$ cat src/rfs_pkg.sv
// rfs_pkg: constants and types for the RF synthesizer frequency register bank
package rfs_pkg;

  // ****************************************************************
  // register indices (byte address is four times the index)
  // ****************************************************************
  localparam logic [7:0] RFS_IDX_INT_DIV = 8'h05;
  localparam logic [7:0] RFS_IDX_FRAC_H = 8'h06;
  localparam logic [7:0] RFS_IDX_FRAC_M = 8'h07;
  localparam logic [7:0] RFS_IDX_FRAC_L = 8'h08;
  localparam logic [7:0] RFS_IDX_DEV_H = 8'h09;
  localparam logic [7:0] RFS_IDX_DEV_L = 8'h0a;
  localparam logic [7:0] RFS_IDX_OPT = 8'h28;
  localparam logic [7:0] RFS_IDX_CHAN_SEL = 8'h29;
  localparam logic [7:0] RFS_IDX_CHAN_INT = 8'h2a;
  localparam logic [7:0] RFS_IDX_CHAN_FH = 8'h2b;
  localparam logic [7:0] RFS_IDX_CHAN_FM = 8'h2c;
  localparam logic [7:0] RFS_IDX_CHAN_FL = 8'h2d;
  localparam logic [7:0] RFS_IDX_CHAN_STAT = 8'h2e;

  localparam int RFS_ADDR_W = 12;
  localparam int RFS_DATA_W = 32;
  localparam logic [7:0] RFS_RST_BYTE = 8'h00;

  // ****************************************************************
  // options register fields
  // ****************************************************************
  localparam int RFS_OPT_KICK = 7;
  localparam int RFS_OPT_TEMP = 6;
  localparam int RFS_OPT_LPF = 3;
  localparam int RFS_OPT_CP = 2;
  localparam int RFS_OPT_VCO_HI = 1;
  localparam int RFS_OPT_VCO_LO = 0;
  localparam logic [6:0] RFS_OPT_WMASK = 7'h4f;
  localparam logic [1:0] RFS_VCO_HIGH = 2'h3;
  localparam logic [1:0] RFS_VCO_MID = 2'h1;
  localparam logic [1:0] RFS_VCO_LOW = 2'h2;
  localparam logic [1:0] RFS_VCO_AUTO = 2'h0;

  // channel status fields
  localparam int RFS_STAT_READY = 0;
  localparam int RFS_STAT_BUSY = 1;

  // ****************************************************************
  // channel table arithmetic
  // ****************************************************************
  localparam int RFS_NUM_CH = 8;
  localparam int RFS_CH_SIDE = 4;
  localparam logic [2:0] RFS_CH_LAST = 3'h7;
  localparam longint RFS_CH_STEP_HZ = 64'd300000;
  localparam longint RFS_REF_HZ = 64'd24000000;
  localparam longint RFS_FRAC_SCALE = 64'd262147;
  localparam longint RFS_CH_STEP =
    (RFS_CH_STEP_HZ * RFS_FRAC_SCALE + RFS_REF_HZ / 2) / RFS_REF_HZ;
  localparam logic signed [24:0] RFS_CH_STEP_W = 25'(RFS_CH_STEP);
  localparam logic signed [24:0] RFS_SCALE_W = 25'(RFS_FRAC_SCALE);
  localparam logic signed [24:0] RFS_HALF_W = 25'(RFS_FRAC_SCALE / 2);

  // ****************************************************************
  // sigma-delta modulator
  // ****************************************************************
  localparam logic [19:0] RFS_SD_MOD = 20'h40000;
  localparam logic signed [25:0] RFS_SD_BIAS = 26'h0040000;
  localparam logic signed [25:0] RFS_SD_MAX = 26'h0080000;

  typedef enum logic [1:0] {
    RFS_ST_IDLE = 2'b01,
    RFS_ST_CALC = 2'b10
  } rfs_state_type;

endpackage

$ cat src/rfs_regs.sv
// rfs_regs: APB register bank for the fractional-N RF synthesizer settings
//
// Local design decision: register access over APB.
`timescale 1ns/1ps
module rfs_regs
  import rfs_pkg::*;
(
  input wire logic pclk,
  input wire logic presetn,
  input wire logic psel,
  input wire logic penable,
  input wire logic pwrite,
  input wire logic [RFS_ADDR_W-1:0] paddr,
  input wire logic [RFS_DATA_W-1:0] pwdata,
  input wire logic [3:0] pstrb,
  output logic [RFS_DATA_W-1:0] prdata,
  output logic pready,
  output logic pslverr,
  input wire logic kicker_calibrated,
  input wire logic load_defaults_instruction,
  output logic [7:0] integer_divide_value,
  output logic [23:0] fraction_word,
  output logic [15:0] deviation_word,
  output logic [15:0] fsk_detect_deviation,
  output logic [7:0] lower_loop_divide,
  output logic [7:0] upper_loop_divide,
  output logic [7:0] loop_divide,
  output logic temp_curve_type1,
  output logic internal_loop_filter_en,
  output logic charge_pump_50ua,
  output logic vco_bias_high,
  output logic vco_bias_mid,
  output logic vco_bias_low,
  output logic vco_bias_auto,
  output logic channels_ready
);

  // ****************************************************************
  // state
  // ****************************************************************
  typedef struct packed {
    logic [7:0] int_div;
    logic [7:0] frac_h;
    logic [7:0] frac_m;
    logic [7:0] frac_l;
    logic [7:0] dev_h;
    logic [7:0] dev_l;
    logic [6:0] opt;
    logic kick;
    logic [23:0] frac_word;
    logic [7:0] lower;
    logic [7:0] upper;
    logic [15:0] tx_dev;
    logic [15:0] det_dev;
    logic [3:0] vco;
    logic [2:0] chan_sel;
    logic [RFS_NUM_CH-1:0][31:0] chan;
    logic [2:0] cnt;
    logic chan_ready;
    rfs_state_type state;
    logic [RFS_DATA_W-1:0] prdata;
    logic pready;
    logic pslverr;
  } rfs_regs_state_type;

  rfs_regs_state_type s_r;
  rfs_regs_state_type s_nxt;

  // ****************************************************************
  // helpers
  // ****************************************************************
  function automatic logic [7:0] rfs_step_div(input logic [7:0] v, input logic up);
    logic [8:0] r;
    if (up) begin
      r = {1'b0, v} + 9'h001;
    end else begin
      r = {1'b0, v} - 9'h001;
    end
    return r[7:0];
  endfunction

  // one-hot order: high, mid, low, auto
  function automatic logic [3:0] rfs_vco_dec(input logic [1:0] code);
    logic [3:0] d;
    d = 4'h0;
    unique case (code)
      RFS_VCO_HIGH: d = 4'h8;
      RFS_VCO_MID: d = 4'h4;
      RFS_VCO_LOW: d = 4'h2;
      RFS_VCO_AUTO: d = 4'h1;
    endcase
    return d;
  endfunction

  function automatic logic [7:0] rfs_index(input logic [RFS_ADDR_W-1:0] a);
    return a[9:2];
  endfunction

  function automatic logic rfs_hit(input logic [RFS_ADDR_W-1:0] a);
    logic [7:0] i;
    logic ok;
    i = rfs_index(a);
    ok = (a[1:0] == 2'h0) && (a[RFS_ADDR_W-1:10] == 2'h0);
    case (i)
      RFS_IDX_INT_DIV, RFS_IDX_FRAC_H, RFS_IDX_FRAC_M, RFS_IDX_FRAC_L,
      RFS_IDX_DEV_H, RFS_IDX_DEV_L, RFS_IDX_OPT, RFS_IDX_CHAN_SEL,
      RFS_IDX_CHAN_INT, RFS_IDX_CHAN_FH, RFS_IDX_CHAN_FM, RFS_IDX_CHAN_FL,
      RFS_IDX_CHAN_STAT: begin
        return ok;
      end
      default: begin
        return 1'b0;
      end
    endcase
  endfunction

  // entries 0..3 are -4..-1 steps, 4..7 are +1..+4 steps
  function automatic logic [31:0] rfs_chan(
    input logic [7:0] int_div,
    input logic [23:0] frac,
    input logic [2:0] k
  );
    logic signed [3:0] offs;
    logic signed [24:0] f;
    logic [7:0] i;
    if (k < 3'(RFS_CH_SIDE)) begin
      offs = $signed({1'b0, k}) - 4'sh4;
    end else begin
      offs = $signed({1'b0, k}) - 4'sh3;
    end
    f = $signed({frac[23], frac}) + 25'(offs * RFS_CH_STEP_W);
    i = int_div;
    // carry into the integer keeps the fraction within half an integer step (RFS_HALF_W)
    if (f > RFS_HALF_W) begin
      f = f - RFS_SCALE_W;
      i = rfs_step_div(int_div, 1'b1);
    end else if (f < -RFS_HALF_W) begin
      f = f + RFS_SCALE_W;
      i = rfs_step_div(int_div, 1'b0);
    end
    return {i, f[23:0]};
  endfunction

  // ****************************************************************
  // next state
  // ****************************************************************
  always_comb begin
    logic [7:0] idx;
    logic [7:0] rd;
    logic [31:0] sel_ch;
    logic wr_go;
    idx = rfs_index(paddr);
    rd = 8'h00;
    sel_ch = s_r.chan[s_r.chan_sel];
    wr_go = psel && penable && s_r.pready && pwrite && pstrb[0] && !s_r.pslverr;
    s_nxt = s_r;

    s_nxt.kick = kicker_calibrated;
    s_nxt.frac_word = {s_r.frac_h, s_r.frac_m, s_r.frac_l};
    s_nxt.lower = rfs_step_div(s_r.int_div, 1'b0);
    s_nxt.upper = rfs_step_div(s_r.int_div, 1'b1);
    s_nxt.tx_dev = {s_r.dev_h, s_r.dev_l};
    s_nxt.det_dev = {s_r.dev_h, s_r.dev_l};
    s_nxt.vco = rfs_vco_dec(s_r.opt[RFS_OPT_VCO_HI:RFS_OPT_VCO_LO]);

    // read data and response are prepared in the setup cycle
    s_nxt.pready = 1'b0;
    s_nxt.pslverr = 1'b0;
    unique case (idx)
      RFS_IDX_INT_DIV: rd = s_r.int_div;
      RFS_IDX_FRAC_H: rd = s_r.frac_h;
      RFS_IDX_FRAC_M: rd = s_r.frac_m;
      RFS_IDX_FRAC_L: rd = s_r.frac_l;
      RFS_IDX_DEV_H: rd = s_r.dev_h;
      RFS_IDX_DEV_L: rd = s_r.dev_l;
      RFS_IDX_OPT: rd = {s_r.kick, s_r.opt};
      RFS_IDX_CHAN_SEL: rd = {5'h00, s_r.chan_sel};
      RFS_IDX_CHAN_INT: rd = sel_ch[31:24];
      RFS_IDX_CHAN_FH: rd = sel_ch[23:16];
      RFS_IDX_CHAN_FM: rd = sel_ch[15:8];
      RFS_IDX_CHAN_FL: rd = sel_ch[7:0];
      RFS_IDX_CHAN_STAT: begin
        rd = 8'h00;
        rd[RFS_STAT_READY] = s_r.chan_ready;
        rd[RFS_STAT_BUSY] = (s_r.state == RFS_ST_CALC);
      end
      default: rd = 8'h00;
    endcase
    if (psel && !penable) begin
      s_nxt.pready = 1'b1;
      s_nxt.pslverr = !rfs_hit(paddr);
      s_nxt.prdata = '0;
      if (!pwrite && rfs_hit(paddr)) begin
        s_nxt.prdata = {24'h000000, rd};
      end
    end

    // writes land on the edge where the access phase completes
    if (wr_go) begin
      unique case (idx)
        RFS_IDX_INT_DIV: s_nxt.int_div = pwdata[7:0];
        RFS_IDX_FRAC_H: s_nxt.frac_h = pwdata[7:0];
        RFS_IDX_FRAC_M: s_nxt.frac_m = pwdata[7:0];
        RFS_IDX_FRAC_L: s_nxt.frac_l = pwdata[7:0];
        RFS_IDX_DEV_H: s_nxt.dev_h = pwdata[7:0];
        RFS_IDX_DEV_L: s_nxt.dev_l = pwdata[7:0];
        RFS_IDX_OPT: s_nxt.opt = pwdata[6:0] & RFS_OPT_WMASK;
        RFS_IDX_CHAN_SEL: s_nxt.chan_sel = pwdata[2:0];
        default: begin
        end
      endcase
    end

    // ****************************************************************
    // channel table sequencer, one entry per cycle
    // ****************************************************************
    unique case (s_r.state)
      RFS_ST_IDLE: begin
        if (load_defaults_instruction) begin
          s_nxt.state = RFS_ST_CALC;
          s_nxt.cnt = 3'h0;
          s_nxt.chan_ready = 1'b0;
        end
      end
      RFS_ST_CALC: begin
        // a repeated instruction while busy is ignored
        s_nxt.chan[s_r.cnt] = rfs_chan(s_r.int_div, s_nxt.frac_word, s_r.cnt);
        s_nxt.cnt = s_r.cnt + 3'h1;
        if (s_r.cnt == RFS_CH_LAST) begin
          s_nxt.state = RFS_ST_IDLE;
          s_nxt.chan_ready = 1'b1;
        end
      end
      default: begin
        s_nxt.state = RFS_ST_IDLE;
      end
    endcase
  end

  // ****************************************************************
  // registers
  // ****************************************************************
  always_ff @(posedge pclk or negedge presetn) begin
    if (!presetn) begin
      s_r <= '0;
      s_r.int_div <= RFS_RST_BYTE;
      s_r.vco <= 4'h1;
      s_r.state <= RFS_ST_IDLE;
    end else begin
      s_r <= s_nxt;
    end
  end

  // ****************************************************************
  // modulator
  // ****************************************************************
  rfs_sd_mod u_sd (
    .pclk(pclk),
    .presetn(presetn),
    .fraction_word(s_r.frac_word),
    .lower_loop_divide(s_r.lower),
    .upper_loop_divide(s_r.upper),
    .loop_divide(loop_divide)
  );

  // ****************************************************************
  // outputs
  // ****************************************************************
  assign prdata = s_r.prdata;
  assign pready = s_r.pready;
  assign pslverr = s_r.pslverr;
  assign integer_divide_value = s_r.int_div;
  assign fraction_word = s_r.frac_word;
  assign deviation_word = s_r.tx_dev;
  assign fsk_detect_deviation = s_r.det_dev;
  assign lower_loop_divide = s_r.lower;
  assign upper_loop_divide = s_r.upper;
  assign temp_curve_type1 = s_r.opt[RFS_OPT_TEMP];
  assign internal_loop_filter_en = s_r.opt[RFS_OPT_LPF];
  assign charge_pump_50ua = s_r.opt[RFS_OPT_CP];
  assign vco_bias_high = s_r.vco[3];
  assign vco_bias_mid = s_r.vco[2];
  assign vco_bias_low = s_r.vco[1];
  assign vco_bias_auto = s_r.vco[0];
  assign channels_ready = s_r.chan_ready;

endmodule

$ cat src/rfs_sd_mod.sv
// rfs_sd_mod: first-order sigma-delta choice between the two loop divides
`timescale 1ns/1ps
module rfs_sd_mod
  import rfs_pkg::*;
(
  input wire logic pclk,
  input wire logic presetn,
  input wire logic [23:0] fraction_word,
  input wire logic [7:0] lower_loop_divide,
  input wire logic [7:0] upper_loop_divide,
  output logic [7:0] loop_divide
);

  typedef struct packed {
    logic [19:0] acc;
    logic [7:0] div;
  } rfs_sd_state_type;

  rfs_sd_state_type s_r;
  rfs_sd_state_type s_nxt;

  // lower and upper sit two apart, so the pulse density is (1+f)/2
  always_comb begin
    logic signed [25:0] t;
    logic [19:0] sum;
    t = $signed({{2{fraction_word[23]}}, fraction_word}) + RFS_SD_BIAS;
    sum = 20'h00000;
    s_nxt = s_r;
    // out-of-range fractions saturate rather than wrap
    if (t < 0) begin
      t = 26'h0000000;
    end
    if (t > RFS_SD_MAX) begin
      t = RFS_SD_MAX;
    end
    sum = s_r.acc + {1'b0, t[19:1]};
    if (sum >= RFS_SD_MOD) begin
      s_nxt.acc = sum - RFS_SD_MOD;
      s_nxt.div = upper_loop_divide;
    end else begin
      s_nxt.acc = sum;
      s_nxt.div = lower_loop_divide;
    end
  end

  always_ff @(posedge pclk or negedge presetn) begin
    if (!presetn) begin
      s_r <= '0;
    end else begin
      s_r <= s_nxt;
    end
  end

  assign loop_divide = s_r.div;

endmodule

$ cat config.mk
export PLATFORM = sky130hd
export DESIGN_NAME = rfs_regs
export DESIGN_NICKNAME = d
export VERILOG_FILES = /design/src/rfs_pkg.sv /design/src/rfs_regs.sv /design/src/rfs_sd_mod.sv
export SDC_FILE = /design/constraint.sdc
export NUM_CORES = 1
export LEC_CHECK = 0
export BUFFER_PORTS_ARGS = -buffer_cell sky130_fd_sc_hd__clkbuf_2
export CORE_ASPECT_RATIO = 1.4
export CORE_MARGIN = 4
export CORE_UTILIZATION = 25
export CTS_BUF_LIST = sky130_fd_sc_hd__clkbuf_16
export CTS_CLUSTER_DIAMETER = 100
export DETAILED_ROUTE_END_ITERATION = 12
export PLACE_DENSITY = 0.46
export SLEW_MARGIN = 0
export SYNTH_ARGS = -nofsm -noshare
export SYNTH_HDL_FRONTEND = slang
export SYNTH_SLANG_ARGS = --single-unit
$ cat constraint.sdc
create_clock -name pclk -period 11.26 [get_ports pclk]
set_clock_uncertainty 0.05 [all_clocks]
set_input_delay 1.126 -clock pclk [delete_from_list [all_inputs] [get_ports pclk]]
set_output_delay 1.126 -clock pclk [all_outputs]
set_load 0.05 [all_outputs]
* Word-level counts from Yosys, hierarchy flattened
Index checks and enable logic that the tools add are counted.
** Word-level totals
- Input port bits :: 55
- Bits in writable memories :: 0
- Register bits :: 417
- Bits in latches :: 0
- Memories kept :: 0
- ROM bits :: 0
- Word-level logic and storage cells :: 127
- Output and inout port bits :: 130
** Cells by class
- Div/mod/pow operators :: 0
- Eq/ne operators :: 21
- Multipliers :: 1
- Muxes and demuxes :: 26
- Bitwise logic cells :: 0
- Reduce and logical (&&, ||, !) cells :: 29
- Add/sub/neg operators :: 11
- Order comparisons :: 9
- Shift operators :: 0
** Operators by type and width (number)
- $bwmux 256 :: 1
- $pmux 8 s13 :: 1
- $bmux 32 s3 :: 1
- $demux 32 s3 :: 1
- $mux 24 :: 3
- $mux 32 :: 2
- $eq 8x6->1 const B :: 7
- $mux 8 :: 4
- $mux 28 :: 1
- $gt 26x21->1 const B :: 1
- $mux 26 :: 1
- $add 24x17->25 :: 1
- $add 24x20->25 const B :: 1
- $gt 25x19->1 const B :: 1
- $lt 25x1->1 const B :: 1
- $lt 25x19->1 const B :: 1
- $add 24x20->24 const B :: 1
- $eq 8x3->1 const B :: 3
- $eq 8x4->1 const B :: 3
- $sub 24x20->24 const B :: 1
- $add 20x19->20 :: 1
- $ge 20x19->1 const B :: 1
- $mux 20 :: 1
- $reduce_and 2->1 :: 10
- 29 further kinds :: 48

* Logic depth before layout (Yosys ltp)
- Word-level depth :: 10
- Mapped depth :: 25

* Modules after synthesis
Synthesis repeated with hierarchy kept, for this count alone.
** Second synthesis, totals
- Cells, all modules :: 2093
- Area total of the unflattened synthesis :: 22805.6 µm²
** By module, submodules not included
- rfs_regs :: cells an instance 1806, area each 20342.0 µm², times used 1
- rfs_sd_mod :: cells an instance 287, area each 2463.6 µm², times used 1

* Least setup slack after synthesis
OpenSTA, ideal clock, no wires.
- Path kind :: register -> register
- Start point :: register s_r[39] in the netlist's numbering
- End point :: register s_r[119] in the netlist's numbering
- Stages on the path, launching flop included :: 21
- Setup slack :: 5.367 ns
- Path buffers :: 4
- Required time :: 11.084 ns
- Arrival time :: 5.717 ns
- Cell sequence :: dfrtp_1 -> clkbuf_1 -> xor2_1 -> ha_1 -> ha_1 -> ha_1 -> ha_1 -> fa_1 -> a211o_4 -> a21o_1 -> a221oi_2 -> or4b_4 -> nor4_4 -> a41o_1 -> buf_6 -> a31oi_4 -> and3_1 -> buf_6 -> or2_1 -> buf_2 -> a221o_1
** Between the ends
- Cells in the longest elaborated chain, start to end :: 10
** RTL lines
- from (decl) :: RTL line rfs_regs.sv:66 : rfs_regs_state_type s_r;
- from (signal assigned) :: RTL line rfs_regs.sv:250 : s_r <= s_nxt;
- $sub 3x2->4, or another cell as far along :: RTL line rfs_regs.sv:129 : offs = $signed({1'b0, k}) - 4'sh3;
- $mux 4 :: RTL line rfs_regs.sv:126 : if (k < 3'(RFS_CH_SIDE)) begin
- $mux 4 :: RTL line rfs_regs.sv:217 : unique case (s_r.state)
- $mul 4x13->17 :: RTL line rfs_regs.sv:131 : f = $signed({frac[23], frac}) + 25'(offs * RFS_CH_STEP_W);
- $add 24x17->25 :: RTL line rfs_regs.sv:131
- $add 24x20->24 or $lt 25x19->1 (tied branches) :: RTL line rfs_regs.sv:138, rfs_regs.sv:137
- $mux 24 :: RTL line rfs_regs.sv:137 : end else if (f < -RFS_HALF_W) begin
- $mux 24 :: RTL line rfs_regs.sv:134 : if (f > RFS_HALF_W) begin
- $mux 24 :: RTL line rfs_regs.sv:217
- $bwmux 256 (*) :: RTL line rfs_regs.sv:227 : s_nxt.chan[s_r.cnt] = rfs_chan(s_r.int_div, s_nxt.frac_word, s_r.cnt);
Every way passes the cells marked *; elsewhere a longest branch is shown, timed or not. The select of a mux whose other input is x is not followed.
A chain may end at the register's enable or synchronous reset.

* Worst setup path in the final report
- Start point :: register s_r[39] in the netlist's numbering
- End point :: register s_r[191] in the netlist's numbering
The elaborated chain is that of the path after synthesis.

==> flow_summary.ini <==
[floorplanning]
die_h_um = 379
num_rows = 135
core_sq_mm = 0.0971
initial_utilization_pct = 25.3
pin_count = 185
die_w_um = 273
dieArea_sq_mm = 0.103

[yosys]
ys_seq_area_share_pct = 42.4
ys_warn_count = 0
synth_cell_type_count = 93
synthArstFlopShare_pct = 100
synth_edf_count = 0
synth_seq_cells = 416
synth_area_sq_mm = 0.0246
synth_ff_type = dfrtp_1
syn_inst = 2352
syn_avg_cell_area_sq_um = 10.5

[layout]
finish.net_count = 2457
drive_gt1_share_pct = 21.6
final_area_sq_mm = 0.0271
area_delta_synth_final_pct = 10.1

[timing]
setup_viol = 0
rsz0062_at_grt = no
max_slew.worst_pin.slew_ps = 1350
fmax_ghz = 0.120
hold_violations = 0
tns_ps = 0
slew_headroom_pct = 9.73
timing.final.max_slew_violations = 0
period_share_pct = 73.9
period_needed_ps = 8320

[clock_network]
cts-root-buf = clkbuf_16
cts_buffers = 42
clock_path_buffers = 3
cts_hold_buf = 0
cts_resized = 0
cts_tree = done
cts.sinks = 416
clkTransAtPathRegs_ps = 60
post-cts-setup-buffer-count = 0
worstSkewPairLatency_ps = 600
htreeDepth = 2

[setup_path]
slowest_delay_ps = 890
crit_required_ps = 11730
cpMaxStageDelayCell = dfrtp_1
path_buf_inv = 1
critPathTopFamily = simple AND/OR/NAND/NOR gates
crit_type = flop to flop
cp_cell_sequence = inv_1 > nand2_1 > nand2_1 > ha_1 > xor2_1 > ha_1 > fa_1 > ha_1 > o21a_1 > o211ai_1 > a211oi_1 > nor3_2 > nand4_1 > nor4_2 > o211a_1 > nor2_1 > a221oi_2 > mux2_2
critical_path_arrival_ps = 8790
startpoint_type = flop
critPathMaxFanout = 18
path_common_cell = ha_1
end_kind = flop

[routing]
dr.pass1.iters = 6
drcViolationCount = 0
drt-total-wl_mm = 81.1
via_count = 18900
vias_per_cell = 5.19
ant_nets = 0
routedWlPerCell_um = 22.3
drtIter0Drc = 1342

[global_routing]
antenna_found_initial = 0
grt_pass1_vias = 18800
grt_usage_pct = 15.1
grt_max_degree = 179
grt_overflow = 0
grt_pass1_wl_mm = 121

[pwr]
fin_total_pwr_mw = 9.03
max-vdd-ir-drop_mv = 0.259
power_density_mw_per_mm2 = 334
p_leak_nw = 11.8

[place]
portBuffers = 133
dpl_cell_area_sq_mm = 0.0258
hpwl_mm = 57.5
gp_congestion = 0.844

[job]
drv_cap = 0

[worst_hold_path]
holdCritPathClass = flop to flop

[outcome]
outcome = complete, no violations
state kept, by name, summed over array words and instances, names as in the netlist, 7 cells and up:
signal,count
fraction_word,24
fsk_detect_deviation,16
integer_divide_value,8
lower_loop_divide,7
prdata,8
s_nxt,40
s_r,267
u_sd.loop_divide,8
u_sd.s_r,20
upper_loop_divide,8
area by class of cell:
cell class / instances / area [sq um]
fill: 10100 / 70100
multi-input combinational: 1631 / 12600
sequential: 416 / 10400
tap: 1301 / 1630
clock buffer: 42 / 1050
timing repair buffer: 172 / 981
clock inverter: 32 / 238
inverter: 38 / 143
antenna: 1 / 2.50
routing by layer:
metal	GRT usage, %	wire length (um)	vias to the layer above
li1	-	-	8492
met4	5.60	2950	0
met2	28.6	43400	569
met3	1.79	3750	125
met1	17.3	31000	9666
met5	0	0	-
cells in the mapped netlist (all sizes together), types with 8 or more instances:
cell type,count,area [sq um]
a211o,46,412
a211oi,13,125
a21o,22,165
a21oi,55,279
a221o,48,480
a22o,8,70.1
a311oi,11,96.3
a31o,9,78.8
a31oi,18,159
and2,15,93.8
and3,32,200
and4,10,87.6
buf,165,1110
clkbuf,125,470
dfrtp,414,10400
fa,10,200
ha,91,1140
inv,38,143
mux2,147,1660
mux2i,45,450
mux4,64,1440
nand2,213,800
nand2b,10,62.6
nand3,94,470
nand4,71,450
nor2,128,480
nor2b,13,81.3
nor3,76,395
nor4,26,196
o211ai,12,90.1
o21a,15,113
o21ai,94,470
o22ai,10,62.6
o31ai,42,320
or2,10,62.6
or3,26,163
or4,9,67.6
xnor2,25,219
xor2,18,158
layout by cell type (no fill, tap or decap), types with 48 or more instances in the layout:
master	synthesis	routed
a21oi_1	54	54
a221o_1	48	48
clkbuf_2	1	132
dfrtp_1	414	411
ha_1	91	91
mux2_2	147	147
mux4_2	64	64
nand2_1	213	207
nand3_1	94	92
nand4_1	70	70
nor2_1	128	125
nor3_1	73	70
o21ai_0	90	90
cell families (layout without fill, tap and decap cells):
logic type,Yosys count,count (layout),synth area share (%)
compound gates,462,462,14.1
buf+inv,328,284,7.02
other cells,1,25,0.0153
mux,256,256,14.4
fa+ha+maj,101,101,5.45
flops,416,416,42.4
simple gates,745,745,15.1
xor+xnor,43,43,1.53
worst paths after layout:
path	to	slack, ps	depth (start not counted)	from
hold reg to reg	fraction_word[9]	350	0	s_nxt[360]
min in group asynchronous	s_r[150]	530	1	presetn
setup / recovery	s_r[191]	2940	18	s_r[39]
setup reg to reg	s_r[191]	2940	18	s_r[39]
hold / removal	fraction_word[9]	350	0	s_nxt[360]
max in group asynchronous	s_r[234]	8320	3	presetn
power by group:
group | switching, mW | total, mW | internal, mW | leakage, nW
Combinational | 3.86 | 5.53 | 1.66 | 5.83
Clock | 0.632 | 1.36 | 0.731 | 0.655
Sequential | 0.232 | 2.14 | 1.91 | 5.29
Total | 4.73 | 9.03 | 4.30 | 11.8
per-stage QoR:
| step | hold WS [ps] | util (%) | setup slack [ps] | std cells |
|---|---|---|---|---|
| final | 353 | 27.9 | 2940 | 3633 |
| after floorplan | 318 | - | 5370 | 2375 |
| after global placement | 336 | 26.5 | 3170 | 3558 |
| after global routing | 372 | 27.9 | 2360 | 3632 |
| after detailed placement | 340 | 26.5 | 3020 | 3558 |
| after CTS | 355 | 27.9 | 2980 | 3632 |
No activity file was read; power rests on OpenSTA's default activity.
